[src/hw/lfs_pkg.sv]
// lfs_pkg: constants shared by the led channel fault supervisor
// assumes a 100 MHz system clock and comparator flags from analog monitors
package lfs_pkg;

    localparam int NUM_CH = 6;

    // configuration byte fields
    localparam int CFG_SHORT_SEL_LSB = 0;
    localparam int CFG_SHORT_SEL_W = 2;
    localparam int CFG_SHORT_EN_BIT = 3;
    // reset value: short detect on, selection code 2'b11 stands for the default level
    localparam logic [7:0] CFG_RESET = 8'h0b;
    localparam logic [1:0] SHORT_SEL_DEFAULT = 2'h3;

    // fault/status byte fields
    localparam int STAT_THERMAL_BIT = 1;
    localparam int STAT_OPEN_BIT = 2;
    localparam int STAT_SHORT_BIT = 3;
    localparam int STAT_OVERV_BIT = 4;
    localparam int STAT_UNDERV_BIT = 5;
    localparam int STAT_OUTSHORT_BIT = 6;

    // open-circuit time-outs
    localparam int OPEN_TIMEOUT_PWM_CYCLES = 6;
    localparam int HOT_TIMEOUT_US = 800;
    localparam int CLOCK_MHZ = 100;
    localparam int HOT_TIMEOUT_CYCLES = HOT_TIMEOUT_US * CLOCK_MHZ;

    // derating steps: 100, 75, 50, 25 percent
    localparam int DERATE_STEPS = 4;

    typedef enum logic [1:0] {LFS_CH_IDLE, LFS_CH_GOOD, LFS_CH_OPEN, LFS_CH_OFF} lfs_ch_state_t;

    typedef enum logic [2:0] {
        LFS_PWR_OFF,
        LFS_PWR_PROBE,
        LFS_PWR_RUN,
        LFS_PWR_HOT,
        LFS_PWR_LOCK,
        LFS_PWR_DEAD
    } lfs_pwr_state_t;

endpackage

[src/hw/lfs_sync.sv]
// lfs_sync: two flip-flop synchroniser for a bus of asynchronous levels
// assumes the inputs are quasi-static comparator or pin levels
`timescale 1ns/1ps
module lfs_sync #(
    parameter int W = 1
) (
    // clock and reset
    input wire logic clock_i,
    input wire logic rst_n_i,
    // levels
    input wire logic [W-1:0] async_i,
    output logic [W-1:0] sync_o
);

    logic [W-1:0] meta_q;

    always_ff @(posedge clock_i or negedge rst_n_i)
    begin
        if (!rst_n_i)
        begin
            meta_q <= '0;
            sync_o <= '0;
        end
        else
        begin
            meta_q <= async_i;
            sync_o <= meta_q;
        end
    end

endmodule

[src/hw/lfs_channel.sv]
// lfs_channel: classification and time-out of one led current-sink channel
// assumes synchronised comparator flags and a one-cycle pwm start pulse
`timescale 1ns/1ps
module lfs_channel (
    // clock and reset
    input wire logic clock_i,
    input wire logic rst_n_i,
    // control
    input wire logic clear_i,
    input wire logic masked_i,
    input wire logic short_en_i,
    input wire logic drive_i,
    // monitors
    input wire logic at_target_i,
    input wire logic over_short_i,
    input wire logic force_open_i,
    input wire logic hot_i,
    input wire logic pwm_start_i,
    input wire logic tick_hot_i,
    // state
    output logic good_o,
    output logic open_o,
    output logic off_o,
    output logic short_fault_o,
    output logic open_fault_o
);

    lfs_pkg::lfs_ch_state_t state_q;
    logic [2:0] count_q;
    logic expire;

    assign expire = hot_i ? tick_hot_i
                          : (pwm_start_i && count_q == 3'(lfs_pkg::OPEN_TIMEOUT_PWM_CYCLES - 1));

    always_ff @(posedge clock_i or negedge rst_n_i)
    begin
        if (!rst_n_i)
        begin
            state_q <= lfs_pkg::LFS_CH_IDLE;
            short_fault_o <= 1'b0;
            open_fault_o <= 1'b0;
        end
        // cleared only by reset, lockout or enable low
        else if (clear_i)
        begin
            state_q <= lfs_pkg::LFS_CH_IDLE;
            short_fault_o <= 1'b0;
            open_fault_o <= 1'b0;
        end
        else if (masked_i || !drive_i || state_q == lfs_pkg::LFS_CH_OFF)
        begin
            state_q <= state_q;
        end
        // short disables now; below threshold stays on
        else if (short_en_i && over_short_i)
        begin
            state_q <= lfs_pkg::LFS_CH_OFF;
            short_fault_o <= 1'b1;
        end
        else
        begin
            unique case (state_q)
                lfs_pkg::LFS_CH_IDLE:
                begin
                    if (at_target_i)
                        state_q <= lfs_pkg::LFS_CH_GOOD;
                    else if (force_open_i)
                        state_q <= lfs_pkg::LFS_CH_OPEN;
                end
                lfs_pkg::LFS_CH_GOOD:
                begin
                    // good falling below target; zener string stays good
                    if (!at_target_i)
                        state_q <= lfs_pkg::LFS_CH_OPEN;
                end
                lfs_pkg::LFS_CH_OPEN:
                begin
                    if (expire)
                    begin
                        state_q <= lfs_pkg::LFS_CH_OFF;
                        open_fault_o <= 1'b1;
                    end
                end
                lfs_pkg::LFS_CH_OFF:
                begin
                    state_q <= state_q;
                end
            endcase
        end
    end

    always_ff @(posedge clock_i or negedge rst_n_i)
    begin
        if (!rst_n_i)
            count_q <= 3'h0;
        else if (state_q != lfs_pkg::LFS_CH_OPEN || clear_i)
            count_q <= 3'h0;
        else if (pwm_start_i)
            count_q <= count_q + 3'h1;
    end

    assign good_o = (state_q == lfs_pkg::LFS_CH_GOOD);
    assign open_o = (state_q == lfs_pkg::LFS_CH_OPEN);
    assign off_o = (state_q == lfs_pkg::LFS_CH_OFF);

    a_short_needs_en: assert property (@(posedge clock_i) disable iff (!rst_n_i)
        $rose(short_fault_o) && !$past(clear_i) |-> $past(short_en_i) && $past(over_short_i))
        else $error("short fault without enabled detection");

    // never disabled before six pwm starts when cool
    a_open_wait: assert property (@(posedge clock_i) disable iff (!rst_n_i)
        $rose(open_fault_o) && !$past(hot_i) |-> $past(count_q) == 3'h5)
        else $error("open disable before time-out");

endmodule

[src/hw/lfs_top.sv]
// lfs_top: fault supervisor for a six-channel led backlight driver
// assumes comparator flags from analog monitors, pwm cycle pulse level and enable pin,
// all asynchronous to clock_i; config and mask bytes come from a serial slave elsewhere
//
// Function
// - two-bit config field at bits 1:0 picks one of four short thresholds.
// - after reset the short threshold selection is the default level.
// - config bit disables short detection; then no channel is disabled as shorted.
// - with detection on, a channel flagged over short threshold is disabled.
// - a channel reaching its target current is marked good.
// - a good channel falling below target becomes open-circuit.
// - output overvoltage or lower overtemp makes every idle channel below target open-circuit.
// - an open channel is disabled after a six pwm cycle time-out.
// - while above lower overtemp, the time-out ends at the next tick of a free 800 us window.
// - input undervoltage lock stops boost switching and resets control logic.
// - under serial control, stay off after lockout until host re-enables.
// - without serial control, restart after lockout clears if already enabled.
// - at start-up inject test current; no switching until switch node level exceeded.
// - output sense rising above then falling below 20 percent turns off input fet.
// - each upper overtemp trip stops boost and turns off all current sources.
// - after cooling restart derated, stepping through 75, 50 then 25 percent.
// - an upper overtemp trip sets the thermal fault status bit.
// - during thermal shutdown the control logic stays active unless enable low.
// - a zener-bypassed open string stays on unless overvoltage is reached.
// - a shorted channel below the channel level stays on, others normal.
// - faults of all unmasked led channels are recorded in the fault/status register.
// - masked channels are not driven and not reported as faults.
`timescale 1ns/1ps
module lfs_top (
    // clock and reset
    input wire logic clock_i,
    input wire logic resetn_i,
    // configuration from the serial register file
    input wire logic [7:0] config_i,
    input wire logic [5:0] mask_i,
    input wire logic serial_mode_i,
    input wire logic serial_enable_i,
    // pins and analog comparator flags
    input wire logic enable_pin_i,
    input wire logic pwm_cycle_i,
    input wire logic [5:0] at_target_i,
    input wire logic [5:0] over_short_i,
    input wire logic output_overvoltage_i,
    input wire logic input_undervoltage_lock_i,
    input wire logic temp_lower_i,
    input wire logic temp_upper_i,
    input wire logic temp_cooled_i,
    input wire logic switch_node_ok_i,
    input wire logic sense_above_frac_i,
    // power stage control
    output logic boost_run_o,
    output logic test_current_o,
    output logic input_fet_on_o,
    output logic [5:0] sink_on_o,
    output logic [1:0] short_sel_o,
    output logic [1:0] derate_step_o,
    // status
    output logic [7:0] fault_status_o,
    output logic [5:0] ch_good_o,
    output logic [5:0] ch_off_o
);

    ////////////////////////////////////////////////////////////////////////////////
    // reset and input synchronisation

    logic rst_a_q;
    logic rst_n;

    always_ff @(posedge clock_i or negedge resetn_i)
    begin
        if (!resetn_i)
        begin
            rst_a_q <= 1'b0;
            rst_n <= 1'b0;
        end
        else
        begin
            rst_a_q <= 1'b1;
            rst_n <= rst_a_q;
        end
    end

    localparam int SYNC_W = 21;
    logic [SYNC_W-1:0] raw_in;
    logic [SYNC_W-1:0] sync_in;
    logic en_pin;
    logic pwm_lvl;
    logic [5:0] tgt;
    logic [5:0] ovs;
    logic output_overvoltage;
    logic uvl;
    logic t_lo;
    logic t_hi;
    logic t_cool;
    logic sw_ok;
    logic sense_hi;

    assign raw_in = {enable_pin_i, pwm_cycle_i, at_target_i, over_short_i, output_overvoltage_i,
                     input_undervoltage_lock_i, temp_lower_i, temp_upper_i, temp_cooled_i,
                     switch_node_ok_i, sense_above_frac_i};

    lfs_sync #(.W(SYNC_W)) u_sync (
        .clock_i(clock_i),
        .rst_n_i(rst_n),
        .async_i(raw_in),
        .sync_o(sync_in)
    );

    assign {en_pin, pwm_lvl, tgt, ovs, output_overvoltage, uvl, t_lo, t_hi, t_cool, sw_ok, sense_hi} = sync_in;

    ////////////////////////////////////////////////////////////////////////////////
    // pwm cycle start and hot time-out tick

    logic pwm_prev_q;
    logic pwm_start;
    logic [16:0] hot_cnt_q;
    logic hot_tick;

    always_ff @(posedge clock_i or negedge rst_n)
    begin
        if (!rst_n)
            pwm_prev_q <= 1'b0;
        else
            pwm_prev_q <= pwm_lvl;
    end

    assign pwm_start = pwm_lvl && !pwm_prev_q;

    // free 800 us window, restarted when cool so the first window is whole
    always_ff @(posedge clock_i or negedge rst_n)
    begin
        if (!rst_n)
            hot_cnt_q <= 17'h0;
        else if (!t_lo || hot_tick)
            hot_cnt_q <= 17'h0;
        else
            hot_cnt_q <= hot_cnt_q + 17'h1;
    end

    assign hot_tick = (hot_cnt_q == 17'(lfs_pkg::HOT_TIMEOUT_CYCLES - 1));

    ////////////////////////////////////////////////////////////////////////////////
    // power sequencing

    lfs_pkg::lfs_pwr_state_t pwr_q;
    logic enabled;
    logic lockout_clear;
    logic uvl_hold_q;
    logic sense_armed_q;
    logic [1:0] derate_q;
    logic thermal_q;
    logic outshort_q;
    logic uvl_seen_q;

    // serial mode waits for a fresh enable; pin mode restarts on its own
    assign enabled = en_pin && (serial_mode_i ? (serial_enable_i && !uvl_hold_q) : 1'b1);
    // lockout resets the channel and derate state
    assign lockout_clear = uvl || !en_pin;

    always_ff @(posedge clock_i or negedge rst_n)
    begin
        if (!rst_n)
            uvl_hold_q <= 1'b0;
        // hold off until host drops and rewrites its enable
        else if (uvl)
            uvl_hold_q <= 1'b1;
        else if (!serial_enable_i)
            uvl_hold_q <= 1'b0;
    end

    always_ff @(posedge clock_i or negedge rst_n)
    begin
        if (!rst_n)
            pwr_q <= lfs_pkg::LFS_PWR_OFF;
        else if (uvl)
            pwr_q <= lfs_pkg::LFS_PWR_LOCK;
        // enable low shuts everything, else logic stays alive
        else if (!en_pin)
            pwr_q <= lfs_pkg::LFS_PWR_OFF;
        else
        begin
            unique case (pwr_q)
                lfs_pkg::LFS_PWR_OFF,
                lfs_pkg::LFS_PWR_LOCK:
                    if (enabled)
                        pwr_q <= lfs_pkg::LFS_PWR_PROBE;
                // wait for switch node before switching
                lfs_pkg::LFS_PWR_PROBE:
                    if (sw_ok)
                        pwr_q <= lfs_pkg::LFS_PWR_RUN;
                lfs_pkg::LFS_PWR_RUN:
                begin
                    // output collapsed after rising: latch off
                    if (sense_armed_q && !sense_hi)
                        pwr_q <= lfs_pkg::LFS_PWR_DEAD;
                    // upper trip stops boost and sinks
                    else if (t_hi)
                        pwr_q <= lfs_pkg::LFS_PWR_HOT;
                    else if (!enabled)
                        pwr_q <= lfs_pkg::LFS_PWR_OFF;
                end
                lfs_pkg::LFS_PWR_HOT:
                    if (t_cool && !t_hi)
                        pwr_q <= lfs_pkg::LFS_PWR_RUN;
                lfs_pkg::LFS_PWR_DEAD:
                    pwr_q <= pwr_q;
            endcase
        end
    end

    // arm once the sense node has risen above the fraction
    always_ff @(posedge clock_i or negedge rst_n)
    begin
        if (!rst_n)
            sense_armed_q <= 1'b0;
        else if (pwr_q != lfs_pkg::LFS_PWR_RUN && pwr_q != lfs_pkg::LFS_PWR_HOT)
            sense_armed_q <= 1'b0;
        else if (sense_hi)
            sense_armed_q <= 1'b1;
    end

    // step derating per trip; cleared only by reset or lockout
    always_ff @(posedge clock_i or negedge rst_n)
    begin
        if (!rst_n)
            derate_q <= 2'h0;
        else if (uvl)
            derate_q <= 2'h0;
        else if (pwr_q == lfs_pkg::LFS_PWR_RUN && t_hi && derate_q != 2'(lfs_pkg::DERATE_STEPS - 1))
            derate_q <= derate_q + 2'h1;
    end

    always_ff @(posedge clock_i or negedge rst_n)
    begin
        if (!rst_n)
            thermal_q <= 1'b0;
        else if (uvl)
            thermal_q <= 1'b0;
        else if (pwr_q == lfs_pkg::LFS_PWR_RUN && t_hi)
            thermal_q <= 1'b1;
    end

    always_ff @(posedge clock_i or negedge rst_n)
    begin
        if (!rst_n)
        begin
            outshort_q <= 1'b0;
            uvl_seen_q <= 1'b0;
        end
        else
        begin
            if (pwr_q == lfs_pkg::LFS_PWR_RUN && sense_armed_q && !sense_hi)
                outshort_q <= 1'b1;
            if (uvl)
                uvl_seen_q <= 1'b1;
        end
    end

    ////////////////////////////////////////////////////////////////////////////////
    // channels

    logic [5:0] ch_good;
    logic [5:0] ch_open;
    logic [5:0] ch_off;
    logic [5:0] ch_short_f;
    logic [5:0] ch_open_f;
    logic running;
    logic short_en;

    assign running = (pwr_q == lfs_pkg::LFS_PWR_RUN);
    assign short_en = config_i[lfs_pkg::CFG_SHORT_EN_BIT];

    for (genvar i = 0; i < lfs_pkg::NUM_CH; i++)
    begin : g_ch
        lfs_channel u_ch (
            .clock_i(clock_i),
            .rst_n_i(rst_n),
            .clear_i(lockout_clear),
            .masked_i(mask_i[i]),
            .short_en_i(short_en),
            .drive_i(running),
            .at_target_i(tgt[i]),
            .over_short_i(ovs[i]),
            .force_open_i(output_overvoltage || t_lo),
            .hot_i(t_lo),
            .pwm_start_i(pwm_start),
            .tick_hot_i(hot_tick),
            .good_o(ch_good[i]),
            .open_o(ch_open[i]),
            .off_o(ch_off[i]),
            .short_fault_o(ch_short_f[i]),
            .open_fault_o(ch_open_f[i])
        );
    end

    ////////////////////////////////////////////////////////////////////////////////
    // registered outputs

    always_ff @(posedge clock_i or negedge rst_n)
    begin
        if (!rst_n)
        begin
            boost_run_o <= 1'b0;
            test_current_o <= 1'b0;
            input_fet_on_o <= 1'b0;
            sink_on_o <= 6'h00;
            short_sel_o <= lfs_pkg::SHORT_SEL_DEFAULT;
            derate_step_o <= 2'h0;
            fault_status_o <= 8'h00;
            ch_good_o <= 6'h00;
            ch_off_o <= 6'h00;
        end
        else
        begin
            boost_run_o <= running;
            test_current_o <= (pwr_q == lfs_pkg::LFS_PWR_PROBE);
            input_fet_on_o <= (pwr_q != lfs_pkg::LFS_PWR_DEAD) && (pwr_q != lfs_pkg::LFS_PWR_OFF)
                              && (pwr_q != lfs_pkg::LFS_PWR_LOCK);
            // sinks off when hot, masked or disabled
            sink_on_o <= running ? (~mask_i & ~ch_off) : 6'h00;
            // threshold select passes to the analog comparators
            short_sel_o <= config_i[lfs_pkg::CFG_SHORT_SEL_LSB +: lfs_pkg::CFG_SHORT_SEL_W];
            derate_step_o <= derate_q;
            fault_status_o <= 8'h00;
            fault_status_o[lfs_pkg::STAT_THERMAL_BIT] <= thermal_q;
            fault_status_o[lfs_pkg::STAT_OPEN_BIT] <= |(ch_open_f & ~mask_i);
            fault_status_o[lfs_pkg::STAT_SHORT_BIT] <= |(ch_short_f & ~mask_i);
            fault_status_o[lfs_pkg::STAT_OVERV_BIT] <= output_overvoltage;
            fault_status_o[lfs_pkg::STAT_UNDERV_BIT] <= uvl_seen_q;
            fault_status_o[lfs_pkg::STAT_OUTSHORT_BIT] <= outshort_q;
            ch_good_o <= ch_good;
            ch_off_o <= ch_off & ~mask_i;
        end
    end

    // upper trip kills boost and sinks within two cycles
    a_hot_stops_all: assert property (@(posedge clock_i) disable iff (!rst_n)
        pwr_q == lfs_pkg::LFS_PWR_RUN && t_hi && en_pin && !uvl && !(sense_armed_q && !sense_hi)
        |=> ##1 !boost_run_o && sink_on_o == 6'h00)
        else $error("boost still on after upper trip");

    // no switching until the switch node is proven
    a_probe_first: assert property (@(posedge clock_i) disable iff (!rst_n)
        $rose(boost_run_o) |-> $past(sw_ok, 2) || $past(pwr_q == lfs_pkg::LFS_PWR_HOT, 2))
        else $error("boost started without switch node check");

    a_uvl_stops: assert property (@(posedge clock_i) disable iff (!rst_n)
        uvl |=> ##1 !boost_run_o)
        else $error("switching during undervoltage lock");

    // trip sets thermal bit two cycles on
    a_thermal_flag: assert property (@(posedge clock_i) disable iff (!rst_n)
        running && t_hi && !uvl |=> ##1 fault_status_o[lfs_pkg::STAT_THERMAL_BIT])
        else $error("thermal bit not set");

    a_mask_no_sink: assert property (@(posedge clock_i) disable iff (!rst_n)
        (sink_on_o & $past(mask_i)) == 6'h00)
        else $error("masked channel driven");

    // derate never wraps back to full current
    a_derate_mono: assert property (@(posedge clock_i) disable iff (!rst_n)
        !$past(uvl) |-> derate_q >= $past(derate_q))
        else $error("derating stepped back");

endmodule

[config.mk]
export PLATFORM = sky130hd
export DESIGN_NAME = lfs_top
export DESIGN_NICKNAME = d
export VERILOG_FILES = /design/src/hw/lfs_pkg.sv /design/src/hw/lfs_sync.sv /design/src/hw/lfs_channel.sv /design/src/hw/lfs_top.sv
export SDC_FILE = /design/constraint.sdc
export NUM_CORES = 1
export LEC_CHECK = 0
export ABC_AREA = 1
export BUFFER_PORTS_ARGS = -buffer_cell sky130_fd_sc_hd__buf_2
export CAP_MARGIN = 20
export CORE_UTILIZATION = 43
export CTS_CLUSTER_SIZE = 25
export DETAILED_ROUTE_END_ITERATION = 8
export GPL_TIMING_DRIVEN = 0
export PLACE_DENSITY = 0.62
export SETUP_SLACK_MARGIN = 0.5
export SLEW_MARGIN = 20
export SYNTH_ARGS = -nofsm -noshare
export SYNTH_HDL_FRONTEND = slang
export SYNTH_HIERARCHICAL = 1
export SYNTH_SLANG_ARGS = --single-unit
[constraint.sdc]
create_clock -name clock_i -period 5.2 [get_ports clock_i]
set_clock_uncertainty 0.15 [all_clocks]
set_input_delay 0.52 -clock clock_i [delete_from_list [all_inputs] [get_ports clock_i]]
set_output_delay 0.52 -clock clock_i [all_outputs]
set_load 0.005 [all_outputs]
==> results.sh <==
export IMPL_die_height_um=127
export IMPL_worst_path_most_repeated_cell="sky130_fd_sc_hd__nand2_1"
export IMPL_clock_insertion_delay_worst_skew_ps=420
export IMPL_synth_top_area_cell="sky130_fd_sc_hd__dfrtp_1"
export IMPL_grt_pass1_wl_mm=21.5
export IMPL_drt_antenna_net_count=0
export IMPL_cts_clk_slew_worst_paths_ps=60
export IMPL_syn_area_per_cell_um2=9.51
export IMPL_synth_simple_gate_area_share=0.241
export IMPL_synth_xor_xnor_area_share=0.0197
export IMPL_worstHoldStart="config_i[0]"
export IMPL_synth_compound_area_share=0.0539
export IMPL_worst_hold_slack_ps=49.7
export IMPL_syn_area_um2=6670
export IMPL_finalHoldViolCount=0
export IMPL_cts_made_buffers=17
export IMPL_tritoncts_num_sinks=145
export IMPL_drt_pass1_iter_count=4
export IMPL_power_density_nw_per_um2=339
export IMPL_post_cts_setup_buffers=0
export IMPL_detail_route_iter0_violations=270
export IMPL_p_leak_uw=0.00409
export IMPL_placed_cells_incl_taps=957
export IMPL_ff_latch_area_um2=3630
export IMPL_cp_max_fo=8
export IMPL_start_kind="flip-flop"
export IMPL_drc=0
export IMPL_ir_worst_vdd_v=0.000235
export IMPL_critical_path_max_stage_delay_ps=580
export IMPL_tightest_pin_transition_ps=966
export IMPL_post_layout_nonfiller_instances=989
export IMPL_ys_seq_elements=145
export IMPL_io_buffer_count=64
export IMPL_critical_path_slowest_cell="sky130_fd_sc_hd__nor2_1"
export IMPL_cts_max_path_buffers=2
export IMPL_number_of_top_level_pins=72
export IMPL_tns_ps=0
export IMPL_finalCritPeriodShare=0.456
export IMPL_multiplexer_share_of_the_synthesized_area=0
export IMPL_netlist_cell_type_count=29
export IMPL_tritoncts="built"
export IMPL_final_min_clock_period_ps=2370
export IMPL_report_final_setup_viol=0
export IMPL_status="completed"
export IMPL_globalplace_congestion=0.852
export IMPL_clockRootBuffer="sky130_fd_sc_hd__clkbuf_16"
export IMPL_crit_required_ps=5350
export IMPL_grt_pass1_vias=4828
export IMPL_fp_coreArea_um2=15100
export IMPL_h_tree_levels=4
export IMPL_routed_wirelength_mm=12.5
export IMPL_route_vias_total=4707
export IMPL_proportion_of_synthesized_chip_area_in_sequential_cells=0.545
export IMPL_grt_remaining_overflow=0
export IMPL_endpoint_kind="flip-flop"
export IMPL_slew_headroom=0.356
export IMPL_rrSetupSlack_ps=2830
export IMPL_viasPerCell=4.76
export IMPL_report_final_slew_viol_count=0
export IMPL_die_area_um2=16000
export IMPL_rr_startpoint="pwr_q[2]"
export IMPL_globalRouteTotalUtil=0.171
export IMPL_die_x_um=127
export IMPL_multi_input_area_um2=2590
export IMPL_fmax_mhz=421
export IMPL_maximum_number_of_pins_on_one_net_before_global_route_repair=60
export IMPL_hpwl_after_detailed_placement_mm=8.84
export IMPL_drt_wirelength_per_cell_um=12.6
export IMPL_syn_warnings=6
export IMPL_synth_top_cells_by_area="sky130_fd_sc_hd__dfrtp_1, sky130_fd_sc_hd__ha_1, sky130_fd_sc_hd__nand2_1, sky130_fd_sc_hd__inv_1, sky130_fd_sc_hd__nor2_1"
export IMPL_final_stage_net_count=866
export IMPL_synth_top_cell_area_share=0.537
export IMPL_crit_start="pwr_q[2]"
export IMPL_hold_path_class="in2reg"
export IMPL_fp_row_count=45
export IMPL_signal_arrival_time_at_the_worst_endpoint_ps=2520
export IMPL_fraction_of_final_layout_cells_with_drive_strength_greater_than_1=0.213
export IMPL_syn_inst=701
export IMPL_grt_setup_unrepaired="false"
export IMPL_antenna_found_initial=0
export IMPL_n_antenna_cell=0
export IMPL_start_util=0.440
export IMPL_synth_adder_area_share=0.0713
export IMPL_layout_area_overhead_vs_synth_pct=19.3
export IMPL_crit_path_cell_trace="inv_1 > nand2_1 > nor2_1 > nor3b_1 > or2_2 > nand2_2 > nand2_1 > nand2_1"
export IMPL_max_cap_violations=0
export IMPL_timing_setup_critical_path_class="reg2reg"
export IMPL_combinational_family_with_the_most_area_after_synthesis="simple AND/OR/NAND/NOR gates"
export IMPL_layout_fillers=1342
==> layout make-up <==
cell class                 instances  area share
sequential                       145       0.457
multi-input combinational        442       0.326
clock buffer                      18      0.0540
inverter                         111      0.0524
timing repair buffer              68      0.0503
tap                              188      0.0296
clock inverter                    13      0.0264
buffer                             4     0.00472
==> cell usage in the layout, fill, tap and decap left out, types with 9 or more instances in the layout <==
cell type                   instances
sky130_fd_sc_hd__nand2_4           13
sky130_fd_sc_hd__buf_2             64
sky130_fd_sc_hd__inv_1            110
sky130_fd_sc_hd__clkbuf_16         17
sky130_fd_sc_hd__nand2_2           20
sky130_fd_sc_hd__nand4_1           10
sky130_fd_sc_hd__nor3_1            11
sky130_fd_sc_hd__nor2_1            76
sky130_fd_sc_hd__or2_2              9
sky130_fd_sc_hd__a21oi_1           38
sky130_fd_sc_hd__nand2_1          118
sky130_fd_sc_hd__o21ai_0           11
sky130_fd_sc_hd__dfrtp_1          142
sky130_fd_sc_hd__nand3_1           32
sky130_fd_sc_hd__ha_1              38
==> state kept, by name, indices dropped and copies added (netlist names), 2 cells and up <==
register                 count
ch_good_o                    6
derate_q                     2
sink_on_o                    6
u_sync/meta_q               21
short_sel_o                  2
pwr_q                        3
derate_step_o                2
g_ch.u_ch/count_q           18
hot_cnt_q                   17
fault_status_o               6
g_ch.u_ch/state_q           12
g_ch.u_ch/short_fault_o      6
u_sync/sync_o               21
ch_off_o                     6
g_ch.u_ch/open_fault_o       6
==> timing repair <==
action | in CTS | in global routing
endpoints found under the hold margin | 2 | 0
hold buffers | 1 | 0
endpoints found under the setup margin | 0 | 0
resized for setup | 0 | 0
==> report_power, final <==
group	internal, µW	switching (µW)
Clock	849	463
Combinational	68.6	113
Sequential	1170	32.9
Total	2080	609
==> metal layers <==
metal / vias to the layer above / share of wire / GRT usage / wire length, µm
met2: 85 / 0.50 / 0.294 / 6310
met1: 2237 / 0.44 / 0.202 / 5460
li1: 2368 / - / - / -
met4: 0 / 0.017 / 0.0680 / 218
met3: 17 / 0.041 / 0.0485 / 513
met5: - / 0 / 0 / 0
==> logic make-up after synthesis <==
group | Yosys count
compound gates | 66
xor+xnor | 15
fa+ha+maj | 38
buf+inv | 115
flops | 145
other cells | 2
simple gates | 320
==> worst max-delay path: cells and delay by family (launching register included) <==
family	cells	cell delay, ps
and+or+nand+nor	7	1530
DFF	1	420
buffers and inverters	1	150
==> worst paths after layout <==
path / endpoint / cells past startpoint
worst max-delay path: g_ch[4].u_ch/state_q[1] / 8
worst min-delay path: short_sel_o[0] / 1
worst max register to register: g_ch[4].u_ch/state_q[1] / 8
worst min register to register: hot_cnt_q[11] / 0
max in group asynchronous: short_sel_o[1] / 1
min in group asynchronous: hot_cnt_q[11] / 0
==> cell usage after synthesis <==
cell type                  instances
sky130_fd_sc_hd__a211oi_1          6
sky130_fd_sc_hd__a21oi_1          38
sky130_fd_sc_hd__a31oi_1           7
sky130_fd_sc_hd__buf_4             3
sky130_fd_sc_hd__buf_8             1
sky130_fd_sc_hd__conb_1            2
sky130_fd_sc_hd__dfrtp_1         143
sky130_fd_sc_hd__dfstp_2           2
sky130_fd_sc_hd__ha_1             38
sky130_fd_sc_hd__inv_1           110
sky130_fd_sc_hd__inv_2             1
sky130_fd_sc_hd__nand2_1         119
sky130_fd_sc_hd__nand2_2          19
sky130_fd_sc_hd__nand2_4          13
sky130_fd_sc_hd__nand3_1          32
sky130_fd_sc_hd__nand3_2           7
sky130_fd_sc_hd__nand3_4           1
sky130_fd_sc_hd__nand4_1          10
sky130_fd_sc_hd__nor2_1           77
sky130_fd_sc_hd__nor2_2            7
sky130_fd_sc_hd__nor2_4            7
sky130_fd_sc_hd__nor3_1           11
sky130_fd_sc_hd__nor3_2            1
sky130_fd_sc_hd__nor3b_1           7
sky130_fd_sc_hd__o21ai_0          11
sky130_fd_sc_hd__o22ai_1           4
sky130_fd_sc_hd__or2_2             9
sky130_fd_sc_hd__xnor2_1           7
sky130_fd_sc_hd__xor2_1            8
==> per-stage QoR <==
stage / total power [µW] / setup WS (ps) / util / instance area [µm²]
2_1_floorplan: 1340 / 714 / - / 6670
3_3_place_gp: 1390 / -719 / 0.477 / 7230
3_5_place_dp: 1400 / 2870 / 0.482 / 7300
4_1_cts: 2730 / 2840 / 0.525 / 7950
5_1_grt: 2810 / 2640 / 0.525 / 7950
6_report: 2690 / 2830 / 0.525 / 7950
Note: power is estimated with default switching activity, not from simulation.
